$ cat src/verilog/dsr_pkg.sv
// shared constants, modes and carrier types of the deserializer pin mux
package dsr_pkg;

  // three-level bus width decode, gray along 24 -> high-bandwidth -> 32
  typedef enum logic [1:0] {
    DSR_BW_24 = 2'h0,  // strap driven low
    DSR_BW_HB = 2'h1,  // strap left open
    DSR_BW_32 = 2'h3   // strap driven high
  } dsr_bw_t;

  // one pin that the device may drive: level and output enable
  typedef struct packed {
    logic o;   // level driven while oe is high
    logic oe;  // high while the device drives the pin
  } dsr_pin_t;

  // strap values caught when the pins leave their input phase
  typedef struct packed {
    logic [2:0] addr;       // device address strap bits 2..0
    logic       hi_imm;     // high-immunity default level
    logic       proto_i2c;  // control channel is i2c when high
  } dsr_strap_t;

  // parallel output word layout
  localparam int DOUT_W     = 29;  // parallel outputs 28..0
  localparam int SYNC_LSB   = 18;  // hs, vs, de share outputs 18..20
  localparam int SYNC_MSB   = 20;
  localparam int WIDE_LSB   = 21;  // outputs unused in 24-bit mode
  localparam int AUXP_LSB   = 27;  // outputs 27, 28 carry aux ctrl 1, 2
  localparam int AUX_W      = 4;   // aux control bits 3..0

  // reset values
  localparam dsr_strap_t STRAP_RST = '0;
  localparam logic       PCLK_RST  = 1'b0;

  // pixel clock limits and the system clock rate, both in kHz
  localparam int MCLK_KHZ        = 125000;
  localparam int PCLK_MAX_KHZ_N  = 104000;  // 24-bit and high-bandwidth
  localparam int PCLK_MAX_KHZ_W  = 78000;   // 32-bit
  // least half period of the pixel clock in system cycles, rounded up
  localparam int PCLK_HALF_N =
    (MCLK_KHZ + 2 * PCLK_MAX_KHZ_N - 1) / (2 * PCLK_MAX_KHZ_N);
  localparam int PCLK_HALF_W =
    (MCLK_KHZ + 2 * PCLK_MAX_KHZ_W - 1) / (2 * PCLK_MAX_KHZ_W);
  localparam int SPACE_W = 4;  // width of the half-period counter

endpackage

$ cat src/verilog/dsr_pin_mux.sv
// top of the deserializer output pin mode and multiplexing logic
//
// Contract
// RQ1 - decode low, high, open width strap
// RQ2 - same width strap on both link ends
// RQ3 - mode input picks base or bypass
// RQ4 - sample address straps, then become outputs
// RQ5 - aux pins carry control only in high-bandwidth
// RQ6 - protocol level at power-up picks uart/i2c
// RQ7 - control pins open-drain only, external pullups
// RQ8 - low power-down input enters power-down
// RQ9 - error output active low, released in power-down
// RQ10 - lock pulled low unless locked and aligned
// RQ11 - audio clocks output unless source bit set
// RQ12 - immunity default from data pin strap
// RQ13 - software may overwrite immunity bit
// RQ14 - audio off: data pin is extra output
// RQ15 - outputs 27, 28 by width mode
// RQ16 - outputs 21..26 floated in 24-bit mode
// RQ17 - outputs 18..20 become syncs when needed
// RQ18 - outputs valid on selected pixel clock edge
// RQ19 - pixel clock rate limited per width mode
// RQ20 - audio carries stereo i2s or tdm
// RQ21 - active-low enable gates clock and outputs
// RQ22 - protocol input high i2c, low uart
// RQ23 - latched straps hold until next wake
module dsr_pin_mux
  import dsr_pkg::*;
(
  input  wire logic              mclk_i,
  input  wire logic              sys_rst_i,
  input  wire logic              bus_width_select_i,
  input  wire logic              bus_width_open_i,
  input  wire logic              link_mode_select_i,
  input  wire logic              power_down_n_i,
  input  wire logic              output_enable_n_i,
  input  wire logic              ctrl_protocol_select_i,
  input  wire logic              addr_strap_bit0_i,
  input  wire logic              addr_strap_bit1_i,
  input  wire logic              addr_strap_bit2_i,
  input  wire logic              high_immunity_strap_i,
  input  wire logic              av_status_irq_i,
  input  wire logic [AUX_W-1:0]  aux_ctrl_i,
  input  wire logic [DOUT_W-1:0] pix_data_i,
  input  wire logic              pix_hs_i,
  input  wire logic              pix_vs_i,
  input  wire logic              pix_de_i,
  input  wire logic              encrypt_en_i,
  input  wire logic              pclk_tick_i,
  input  wire logic              pclk_rise_sel_i,
  input  wire logic              cc_rx_pull_i,
  input  wire logic              cc_tx_pull_i,
  input  wire logic              cc_rx_pin_i,
  input  wire logic              cc_tx_pin_i,
  input  wire logic              data_error_i,
  input  wire logic              pll_locked_i,
  input  wire logic              word_aligned_i,
  input  wire logic              audio_clock_source_sel_i,
  input  wire logic              audio_enable_i,
  input  wire logic              aud_ws_i,
  input  wire logic              aud_sck_i,
  input  wire logic              aud_sd_i,
  input  wire logic              aux_sd_i,
  input  wire logic              ws_pin_i,
  input  wire logic              sck_pin_i,
  input  wire logic              hi_imm_wr_i,
  input  wire logic              hi_imm_wdata_i,
  output dsr_bw_t                bus_width_mode_o,
  output logic                   bypass_mode_o,
  output logic                   power_down_o,
  output logic [2:0]             dev_addr_o,
  output logic                   ctrl_proto_i2c_o,
  output logic                   cc_rx_o,
  output logic                   cc_tx_o,
  output logic                   high_immunity_bit_o,
  output logic                   ext_ws_o,
  output logic                   ext_sck_o,
  output dsr_pin_t               aux_ctrl_out0_o,
  output dsr_pin_t               aux_ctrl_out3_o,
  output dsr_pin_t               irq_pin_o,
  output dsr_pin_t               cc_rx_pin_o,
  output dsr_pin_t               cc_tx_pin_o,
  output dsr_pin_t               error_n_pin_o,
  output dsr_pin_t               lock_pin_o,
  output dsr_pin_t               ws_pin_o,
  output dsr_pin_t               sck_pin_o,
  output dsr_pin_t               sd_pin_o,
  output dsr_pin_t               pixel_clock_out_o,
  output logic [DOUT_W-1:0]      dout_o,
  output logic [DOUT_W-1:0]      dout_oe_o
);

  localparam logic [SPACE_W-1:0] HALF_N = SPACE_W'(PCLK_HALF_N);
  localparam logic [SPACE_W-1:0] HALF_W = SPACE_W'(PCLK_HALF_W);
  localparam logic [SPACE_W-1:0] SPACE_MAX = '1;

  dsr_bw_t           bw_mode;       // decoded width mode
  logic              pd;            // power-down active
  logic              strap_done;    // shared pins now outputs
  logic              strap_cap;     // one-cycle capture strobe
  dsr_strap_t        strap_pins;    // raw strap pin levels
  dsr_strap_t        strap;         // held strap values
  logic              hi_imm_q;      // high-immunity control bit
  logic              out_en;        // parallel side enabled
  logic              hb_mode;       // high-bandwidth mode
  logic              sync_sel;      // outputs 18..20 carry syncs
  logic [SPACE_W-1:0] space_q;      // cycles since last clock edge
  logic [SPACE_W-1:0] half_min;     // least half period now
  logic              pclk_step;     // accepted divider tick
  logic              pclk_q;        // pixel clock level
  logic              load_out;      // output word update strobe
  logic [DOUT_W-1:0] dout_d;        // next parallel word
  logic [DOUT_W-1:0] dout_q;        // registered parallel word
  logic [DOUT_W-1:0] dout_oe_d;     // next per-bit enables
  logic [DOUT_W-1:0] dout_oe_q;     // registered per-bit enables
  dsr_pin_t          aux0_q;        // shared pin, addr bit 0
  dsr_pin_t          aux3_q;        // shared pin, addr bit 1
  dsr_pin_t          irq_q;         // shared pin, addr bit 2
  dsr_pin_t          ws_q;          // audio word select pin
  dsr_pin_t          sck_q;         // audio bit clock pin
  dsr_pin_t          sd_q;          // audio data / strap pin

  // RQ1 width decode
  // open wins over the level, since a floating pin reads either way
  always_comb
  begin
    if (bus_width_open_i)
      bw_mode = DSR_BW_HB;
    else if (bus_width_select_i)
      bw_mode = DSR_BW_32;
    else
      bw_mode = DSR_BW_24;
  end

  // RQ2 shared width strap
  // the serializer sees the same strap; nothing here can check it
  assign bus_width_mode_o = bw_mode;
  assign hb_mode          = (bw_mode == DSR_BW_HB);

  // RQ3 link mode select
  // the pulldown on the pin makes base mode the default
  assign bypass_mode_o = link_mode_select_i;

  // RQ8 power-down entry
  assign pd           = !power_down_n_i;
  assign power_down_o = pd;

  // RQ21 output enable gate
  assign out_en = !output_enable_n_i && !pd;

  // RQ4 strap pin sampling
  assign strap_pins.addr = {addr_strap_bit2_i, addr_strap_bit1_i,
                            addr_strap_bit0_i};
  assign strap_pins.hi_imm    = high_immunity_strap_i;
  assign strap_pins.proto_i2c = ctrl_protocol_select_i;

  // RQ23 straps held per wake
  dsr_strap_latch u_strap (
    .mclk_i       (mclk_i),
    .sys_rst_i    (sys_rst_i),
    .power_down_i (pd),
    .pins_i       (strap_pins),
    .done_o       (strap_done),
    .capture_o    (strap_cap),
    .strap_o      (strap)
  );

  assign dev_addr_o = strap.addr;

  // RQ6 protocol at power-up
  // RQ22 high means i2c
  assign ctrl_proto_i2c_o = strap.proto_i2c;
  assign cc_rx_o          = cc_rx_pin_i;
  assign cc_tx_o          = cc_tx_pin_i;

  // RQ12 immunity strap default
  // RQ13 software overwrite
  // a write in the capture cycle loses: the wake reload must stand
  always_ff @(posedge mclk_i)
  begin
    if (sys_rst_i)
      hi_imm_q <= STRAP_RST.hi_imm;
    else if (strap_cap)
      hi_imm_q <= high_immunity_strap_i;
    else if (hi_imm_wr_i && strap_done)
      hi_imm_q <= hi_imm_wdata_i;
  end

  assign high_immunity_bit_o = hi_imm_q;

  // RQ7 open-drain control pins
  dsr_od_drv u_rx_od (
    .mclk_i     (mclk_i),
    .sys_rst_i  (sys_rst_i),
    .pull_low_i (cc_rx_pull_i),
    .release_i  (pd),
    .pin_o      (cc_rx_pin_o)
  );

  dsr_od_drv u_tx_od (
    .mclk_i     (mclk_i),
    .sys_rst_i  (sys_rst_i),
    .pull_low_i (cc_tx_pull_i),
    .release_i  (pd),
    .pin_o      (cc_tx_pin_o)
  );

  // RQ9 error pulls low, released in power-down
  dsr_od_drv u_err_od (
    .mclk_i     (mclk_i),
    .sys_rst_i  (sys_rst_i),
    .pull_low_i (data_error_i),
    .release_i  (pd),
    .pin_o      (error_n_pin_o)
  );

  // RQ10 lock released when locked and aligned, and always in power-down
  dsr_od_drv u_lock_od (
    .mclk_i     (mclk_i),
    .sys_rst_i  (sys_rst_i),
    .pull_low_i (!(pll_locked_i && word_aligned_i)),
    .release_i  (pd),
    .pin_o      (lock_pin_o)
  );

  // RQ5 aux pins, control only in high-bandwidth
  // other modes hold the pins low, as unused outputs are pulled low
  always_ff @(posedge mclk_i)
  begin
    if (sys_rst_i)
    begin
      aux0_q <= '0;
      aux3_q <= '0;
      irq_q  <= '0;
    end
    else
    begin
      aux0_q.oe <= strap_done && out_en;
      aux3_q.oe <= strap_done && out_en;
      aux0_q.o  <= hb_mode && aux_ctrl_i[0];
      aux3_q.o  <= hb_mode && aux_ctrl_i[3];
      irq_q.oe  <= strap_done;
      irq_q.o   <= av_status_irq_i;
    end
  end

  // RQ11 audio clock direction
  // RQ20 i2s and tdm framing come from the audio engine upstream
  always_ff @(posedge mclk_i)
  begin
    if (sys_rst_i)
    begin
      ws_q  <= '0;
      sck_q <= '0;
    end
    else
    begin
      ws_q.oe  <= !audio_clock_source_sel_i && !pd;
      sck_q.oe <= !audio_clock_source_sel_i && !pd;
      ws_q.o   <= aud_ws_i;
      sck_q.o  <= aud_sck_i;
    end
  end

  assign ext_ws_o  = ws_pin_i;
  assign ext_sck_o = sck_pin_i;

  // RQ14 data pin reuse
  // it stays an input during the strap phase so the strap reads true
  always_ff @(posedge mclk_i)
  begin
    if (sys_rst_i)
      sd_q <= '0;
    else
    begin
      sd_q.oe <= strap_done && !pd;
      sd_q.o  <= audio_enable_i ? aud_sd_i : aux_sd_i;
    end
  end

  // RQ19 pixel clock rate limit
  // ticks closer than the half period are dropped, not queued
  assign half_min  = (bw_mode == DSR_BW_32) ? HALF_W : HALF_N;
  assign pclk_step = pclk_tick_i && (space_q >= half_min) && out_en;

  // half-period counter, saturating so long gaps stay legal
  always_ff @(posedge mclk_i)
  begin
    if (sys_rst_i)
      space_q <= SPACE_MAX;
    else if (pclk_step)
      space_q <= SPACE_W'(1);
    else if (space_q != SPACE_MAX)
      space_q <= space_q + SPACE_W'(1);
  end

  // pixel clock level toggles on each accepted tick
  always_ff @(posedge mclk_i)
  begin
    if (sys_rst_i)
      pclk_q <= PCLK_RST;
    else if (pclk_step)
      pclk_q <= !pclk_q;
  end

  // RQ18 data changes on the edge away from the selected one
  assign load_out = pclk_step && ((!pclk_q) != pclk_rise_sel_i);

  // RQ17 sync outputs in high-bandwidth or when encrypting
  assign sync_sel = hb_mode || encrypt_en_i;

  // per-bit value and enable for the parallel outputs
  genvar gi;
  generate
    for (gi = 0; gi < DOUT_W; gi++)
    begin : g_dout
      if (gi >= SYNC_LSB && gi <= SYNC_MSB)
      begin : g_sync
        logic [2:0] syncs;
        assign syncs = {pix_de_i, pix_vs_i, pix_hs_i};
        // RQ17 sync replaces data
        assign dout_d[gi] = sync_sel ? syncs[gi - SYNC_LSB] : pix_data_i[gi];
        assign dout_oe_d[gi] = out_en;
      end
      else if (gi >= AUXP_LSB)
      begin : g_auxp
        // RQ15 aux ctrl 1, 2 in high-bandwidth
        assign dout_d[gi] = hb_mode ? aux_ctrl_i[gi - AUXP_LSB + 1]
                                    : pix_data_i[gi];
        assign dout_oe_d[gi] = out_en && (bw_mode != DSR_BW_24);
      end
      else if (gi >= WIDE_LSB)
      begin : g_wide
        // RQ16 floated in 24-bit mode
        assign dout_d[gi]    = pix_data_i[gi];
        assign dout_oe_d[gi] = out_en && (bw_mode != DSR_BW_24);
      end
      else
      begin : g_base
        assign dout_d[gi]    = pix_data_i[gi];
        assign dout_oe_d[gi] = out_en;
      end
    end
  endgenerate

  // RQ18 output word register
  always_ff @(posedge mclk_i)
  begin
    if (sys_rst_i)
      dout_q <= '0;
    else if (load_out)
      dout_q <= dout_d;
  end

  // RQ21 enables register the gate every cycle, so disable lands one cycle later
  always_ff @(posedge mclk_i)
  begin
    if (sys_rst_i)
      dout_oe_q <= '0;
    else
      dout_oe_q <= dout_oe_d;
  end

  assign dout_o               = dout_q;
  assign dout_oe_o            = dout_oe_q;
  assign pixel_clock_out_o.o  = pclk_q;
  assign pixel_clock_out_o.oe = out_en;
  assign aux_ctrl_out0_o      = aux0_q;
  assign aux_ctrl_out3_o      = aux3_q;
  assign irq_pin_o            = irq_q;
  assign ws_pin_o             = ws_q;
  assign sck_pin_o            = sck_q;
  assign sd_pin_o             = sd_q;
endmodule

$ cat src/verilog/dsr_strap_latch.sv
// strap capture for the shared address, immunity and protocol pins
module dsr_strap_latch
  import dsr_pkg::*;
(
  input  wire logic       mclk_i,
  input  wire logic       sys_rst_i,
  input  wire logic       power_down_i,
  input  wire dsr_strap_t pins_i,
  output logic            done_o,
  output logic            capture_o,
  output dsr_strap_t      strap_o
);

  logic       done_q;   // pins have left the input phase
  dsr_strap_t strap_q;  // held strap values

  // capture on the first awake cycle after reset or power-down
  assign capture_o = !done_q && !power_down_i;

  // phase flag: power-down sends the pins back to input duty
  always_ff @(posedge mclk_i)
  begin
    if (sys_rst_i || power_down_i)
      done_q <= 1'b0;
    else
      done_q <= 1'b1;
  end

  // values load once per wake and then ignore the pins entirely
  always_ff @(posedge mclk_i)
  begin
    if (sys_rst_i)
      strap_q <= STRAP_RST;
    else if (capture_o)
      strap_q <= pins_i;
  end

  assign done_o  = done_q;
  assign strap_o = strap_q;

endmodule

$ cat src/verilog/dsr_od_drv.sv
// registered open-drain driver: pulls low or lets the pullup win
module dsr_od_drv
  import dsr_pkg::*;
(
  input  wire logic mclk_i,
  input  wire logic sys_rst_i,
  input  wire logic pull_low_i,
  input  wire logic release_i,
  output dsr_pin_t  pin_o
);

  logic oe_q;  // pull-down active

  // release overrides any request; reset leaves the line to the pullup
  always_ff @(posedge mclk_i)
  begin
    if (sys_rst_i)
      oe_q <= 1'b0;
    else
      oe_q <= pull_low_i && !release_i;
  end

  // the level is a constant zero, so the pin is never driven high
  assign pin_o.o  = 1'b0;
  assign pin_o.oe = oe_q;

endmodule

$ cat config.mk
export PLATFORM = sky130hd
export DESIGN_NAME = dsr_pin_mux
export DESIGN_NICKNAME = d
export VERILOG_FILES = /design/src/verilog/dsr_pkg.sv /design/src/verilog/dsr_pin_mux.sv /design/src/verilog/dsr_strap_latch.sv /design/src/verilog/dsr_od_drv.sv
export SDC_FILE = /design/constraint.sdc
export NUM_CORES = 1
export LEC_CHECK = 0
export BUFFER_PORTS_ARGS = -buffer_cell sky130_fd_sc_hd__buf_2
export CORE_ASPECT_RATIO = 0.7
export CORE_MARGIN = 4
export CORE_UTILIZATION = 43
export DETAILED_ROUTE_END_ITERATION = 10
export GPL_TIMING_DRIVEN = 0
export PLACE_DENSITY_LB_ADDON = 0.08
export SETUP_SLACK_MARGIN = 0.2
export SLEW_MARGIN = 10
export SYNTH_ARGS = -nofsm -noshare
export SYNTH_HDL_FRONTEND = slang
export SYNTH_SLANG_ARGS = --single-unit
$ cat constraint.sdc
create_clock -name mclk_i -period 2.6 [get_ports mclk_i]
set_clock_uncertainty 0.15 [all_clocks]
set_input_delay 0.39 -clock mclk_i [delete_from_list [all_inputs] [get_ports mclk_i]]
set_output_delay 0.39 -clock mclk_i [all_outputs]
set_load 0.02 [all_outputs]
# Yosys cells after proc, flatten, opt, wreduce, memory -nomap -nowiden
# Index checks and enable logic that the tools add are counted.
# W data, S select, Z words.
# word_totals
register_bits,76
inputBits,69
output_inout_bits,93
elab_cells,70
# op_classes
add_sub_neg,1
order_cmp,1
eq_ne,3
n_mux,13
reduce_logical,29
# op_table
op,count
$logic_and A1 B1 Y1,17
$mux W1,9
$mux W4,2
$logic_not A1 Y1,6
$reduce_bool A2 Y1,3
$add A4 B1 Y4 const B,1
$ge A4 B1 Y1 const B,1
$mux W2,2
$ne A4 B4 Y1 const B,1
$eq A2 B1 Y1 const B,1
$logic_or A1 B1 Y1,2
$reduce_or A2 Y1,1
$ne A1 B1 Y1,1

# Longest topological paths before layout
# logic_depth
word_depth,5
depth_mapped,7
ltp_nobuf,5

# Cells and area by module
# Synthesis repeated with hierarchy kept, for this count alone.
# hier_totals
hier_cells,292
area_unflattened_um2,2683.8
# modules_own_cells
mod,instances,cells_per_inst,area_each_um2,seq_area_each_um2
dsr_pin_mux,1,247,2240.9,940.9
dsr_strap_latch,1,25,237.7,120.1
dsr_od_drv,4,5,51.3,20.0

# Least setup slack after synthesis
# No wires, ideal clock.
# synth_path
path_type,register to register
startpoint,register space_q[1]
endpoint,"register dout_q[26], in the netlist dout_o[26]"
setup_time_ns,0.132
arrival_ns,1.528
required_ns,2.318
path_slack_ns,0.790
stages_incl_launch_ff,8
path_buffers,2
synth_period_minus_slack_ns,1.810
cell_sequence,dfxtp_1 inv_1 ha_1 or4b_1 buf_2 buf_6 nand4_1 a21oi_1
# synth_via
elab_chain_cells,4
# synth_rtl
element,line,source
"start, declared",dsr_pin_mux.sv:107,logic [SPACE_W-1:0] space_q;
"start signal, assigned",dsr_pin_mux.sv:294,space_q <= space_q + SPACE_W'(1);
$ge A4 B1 Y1,dsr_pin_mux.sv:284,assign pclk_step = pclk_tick_i && (space_q >= half_min) && out_en;
$logic_and A1 B1 Y1 (2 in series),dsr_pin_mux.sv:284,
$logic_and A1 B1 Y1,dsr_pin_mux.sv:307,assign load_out = pclk_step && ((!pclk_q) != pclk_rise_sel_i);
"end signal, assigned",dsr_pin_mux.sv:352,dout_q <= dout_d;
"end, declared",dsr_pin_mux.sv:113,logic [DOUT_W-1:0] dout_q;
# Every way passes these cells.
# A chain may end at the register's enable or synchronous reset.

# Final worst setup path
# layout_path
startpoint,register space_q[1]
endpoint,register space_q[0]
# layout_via
elab_chain_cells,4
elab_cells_between_ends,5
cone_classes,1 x order compare; 1 x eq/ne; 3 x reduce/logical
# layout_rtl
element,line
$ge A4 B1 Y1,dsr_pin_mux.sv:284
$logic_and A1 B1 Y1 (2 in series),dsr_pin_mux.sv:284
$reduce_or A2 Y1 (no source line),-
# Parallel ways exist; a longest one is shown, timed or not.

==> metrics.md <==
| Metric | Value |
|---|---|
| Worst-path clk slew | `110 ps` |
| Worst hold slack | `78.9 ps` |
| WP data required | `2640 ps` |
| Synthesized instance count | `278` |
| CTS sink count | `56` |
| Routed WL per cell | `14.2 um` |
| FILL cells | `556` |
| Static leakage | `1.81 nW` |
| Share of the synthesized area in the top cell type | `43.5%` |
| First-pass GRT wire length | `11.5 mm` |
| Non-Filler Instances | `515` |
| Port Buf Inserts | `151` |
| Pint | `1.32 mW` |
| Setup TNS | `0 ps` |
| Sequential cell area | `0.00112 sq mm` |
| Setup violations, final | `0` |
| Register area share after synthesis | `43.5%` |
| Pre-CTS setup slack | `615 ps` |
| Max Slew Vio Count | `0` |
| PD cells | `542 mW/mm^2` |
| Die H | `72.7 um` |
| Flop pwr share | `50.3%` |
| Clock Power Share | `25.2%` |
| Worst r2r src | `space_q[1]` |
| Final WL | `7.31 mm` |
| Critical Path Start | `space_q[1]` |
| Post-DRT Antenna Nets | `0` |
| Post-CTS Setup Repair Bufs | `0` |
| CP max FO | `10` |
| Yosys warning count | `0` |
| Tcrit/Tclk final | `76.3%` |
| Synth area leader | `dfxtp_1` |
| Fin crit period | `1980 ps` |
| Yosys cell types | `35` |
| Synth top area cells | `dfxtp_1 (44%), buf_4 (13%), o31ai_1 (7.0%), nand4_1 (5.8%), a21oi_1 (5.1%)` |
| ANT cells | `0` |
| Unrepaired setup endpoints after global routing | `no` |
| CTS tree | `done` |
| Dpl cells | `507` |
| Startpoint Class | `flop` |
| Initial antenna violation count | `0` |
| Vias in the first global route | `2262` |
| Reg2reg path depth | `5` |
| Initial Util | `44.7%` |
| HPWL after DPL | `5.60 mm` |
| Nets | `511` |
| Status | `finished clean` |
| Final worst slack | `615 ps` |
| Net Switching | `0.593 mW` |
| HP Class | `input port to flop` |
| Row Count | `23` |
| Drt first pass iters | `4` |
| CTS root buffer | `clkbuf_8` |
| Die width | `100 um` |
| Rel. slew slack | `57.6%` |
| Synthesized area per cell | `9.26 sq um` |
| Die area | `0.00731 sq mm` |
| FMAX | `504 MHz` |
| Critical Path End Type | `flop` |
| Peak VDD IR | `0.411 mV` |
| Switching share of power | `31.1%` |
| WS Path Type | `flop to flop` |
| Actual slew at the worst max-slew pin | `635 ps` |
| Reg-to-reg slack, setup | `620 ps` |
| Mapped Area | `0.00257 sq mm` |
| Synthesis-stage register bit count | `56` |
| Design Power | `1.91 mW` |
| Reg2Reg Capture Point | `space_q[0]` |
| Post-CTS Resized | `0` |
| Max Buffers Root-to-Sink | `2` |
| Final hold violations | `0` |
| Worst setup endpoint | `space_q[0]` |
| Number of remaining DRC errors | `0` |
| Vias per inst | `4.84` |
| Largest net degree at the start of global routing | `22` |
| First DRT Iteration DRCs | `181` |
| Via count | `2492` |
| Placer Congestion | `0.751` |
| Max_cap viols | `0` |
| Total CTS buffers | `5` |
| Top Ports | `162` |
| Area Overhead vs Synth | `36.9%` |
| Skew-Pair Late Insertion Delay | `300 ps` |
| Hold buffer count at CTS | `0` |
| Core area | `0.00576 sq mm` |
| Max H-tree Level | `2` |
| Multi-input gate area | `0.00102 sq mm` |
| GRT Residual Overflow | `0` |
| GRT Overall Usage | `19.6%` |
| Comb pwr share | `24.6%` |
| CP arrival | `2030 ps` |
| Layout cells sized above 1 | `48.2%` |
## layout by cell type (no fill, tap or decap)
cell type	Yosys	routed
a311oi_1	3	3
a31oi_1	5	5
xor2_1	1	1
and2_1	6	6
or2_2	1	1
xnor2_1	2	2
nand2b_1	2	2
nand4_1	24	24
mux2i_1	9	9
clkinvlp_4	0	1
nor3b_1	1	1
nand3b_1	2	2
buf_1	4	4
nand2_1	4	4
a211oi_1	2	2
o32ai_1	1	1
a21oi_1	26	26
nor2b_1	6	6
dfxtp_1	56	56
o21bai_1	3	3
clkbuf_1	10	11
o31ai_1	24	24
or4b_1	1	1
buf_6	1	1
clkinv_4	0	1
ha_1	3	3
conb_1	1	4
clkbuf_8	0	5
and3b_1	3	3
nor2_1	9	9
nor3_1	3	3
buf_4	44	44
buf_2	7	158
or3_1	2	2
inv_1	4	4
nor4b_4	1	1
o21ai_0	5	5
nand3_1	2	2
## per-layer routing
layer | track usage (%) | up-vias | wire, um | share of wire [%]
li1 | - | 1276 | - | -
met1 | 26.9 | 1121 | 3350 | 46
met2 | 32.2 | 93 | 3360 | 46
met3 | 4.78 | 2 | 567 | 7.8
met4 | 3.14 | 0 | 27 | 0.37
met5 | 0 | - | 0 | 0
## through the flow
stage / instance area [sq um] / utilization [%]
6_report: 3520 / 61.2
4_1_cts: 3520 / 61.2
3_3_place_gp: 3440 / 59.7
3_5_place_dp: 3440 / 59.7
5_1_grt: 3520 / 61.2
2_1_floorplan: 2590 / -
## power groups by stage
stage,Clock (mW),Combinational (mW),Sequential [mW]
5_1_grt,0.535,0.517,0.969
2_1_floorplan,0,0.297,1.00
4_1_cts,0.493,0.470,0.961
3_5_place_dp,0,0.469,0.980
6_report,0.481,0.469,0.960
3_3_place_gp,0,0.464,0.979
## worst max-delay path, stage by stage (launching register included)
cell and delay [ps]:
dfxtp_1 380, inv_1 70, ha_1 210, nor4b_4 500, nor2_1 200, or3_1 370
## state kept, by name, indices dropped and copies added, names as in the netlist, 2 cells and up
name	count
dout_o	29
space_q	4
u_strap.strap_o	4
aux_ctrl_out3_o	2
dout_oe_o	2
irq_pin_o	2
sck_pin_o	2
sd_pin_o	2
## worst min-delay path by stage
stage	startpoint	end	slack [ps]	cells past startpoint
floorplan	audio_clock_source_sel_i	sck_pin_o[0]	310	1
global placement	dout_o[23]	dout_o[23]	300	2
detailed placement	dout_o[12]	dout_o[12]	310	2
CTS	audio_clock_source_sel_i	sck_pin_o[0]	80	2
global route	audio_clock_source_sel_i	sck_pin_o[0]	70	2
finish	audio_clock_source_sel_i	sck_pin_o[0]	80	2
## cells in the mapped netlist
cell type and instances:
dfxtp_1 56, buf_4 44, a21oi_1 26, nand4_1 24
o31ai_1 24, clkbuf_1 10, mux2i_1 9, nor2_1 9
buf_2 7, and2_1 6, nor2b_1 6, a31oi_1 5
o21ai_0 5, buf_1 4, inv_1 4, nand2_1 4
a311oi_1 3, and3b_1 3, ha_1 3, nor3_1 3
o21bai_1 3, a211oi_1 2, nand2b_1 2, nand3_1 2
nand3b_1 2, or3_1 2, xnor2_1 2, buf_6 1
conb_1 1, nor3b_1 1, nor4b_4 1, o32ai_1 1
or2_2 1, or4b_1 1, xor2_1 1
## logic make-up after synthesis
| group | Yosys count | synth area share, % |
|---|---|---|
| adders and majority gates | 3 | 1.46 |
| AOI/OAI and AO/OA | 69 | 17.1 |
| and+or+nand+nor | 67 | 16.0 |
| buffers and inverters | 70 | 17.2 |
| xor gates and xnor gates | 3 | 1.02 |
| muxes | 9 | 3.50 |
| other | 1 | 0.146 |
| DFF | 56 | 43.5 |
## cell type report
cell class | instances | area share, %
flip-flops and latches | 56 | 31.8
repair buffers | 151 | 21.4
clock inverters | 2 | 0.461
well taps | 75 | 2.66
plain buffers | 66 | 12.2
clock buffers | 6 | 2.06
inverters | 4 | 0.426
multi-input cells | 155 | 29.0
Power figures use the tool's default switching activity.
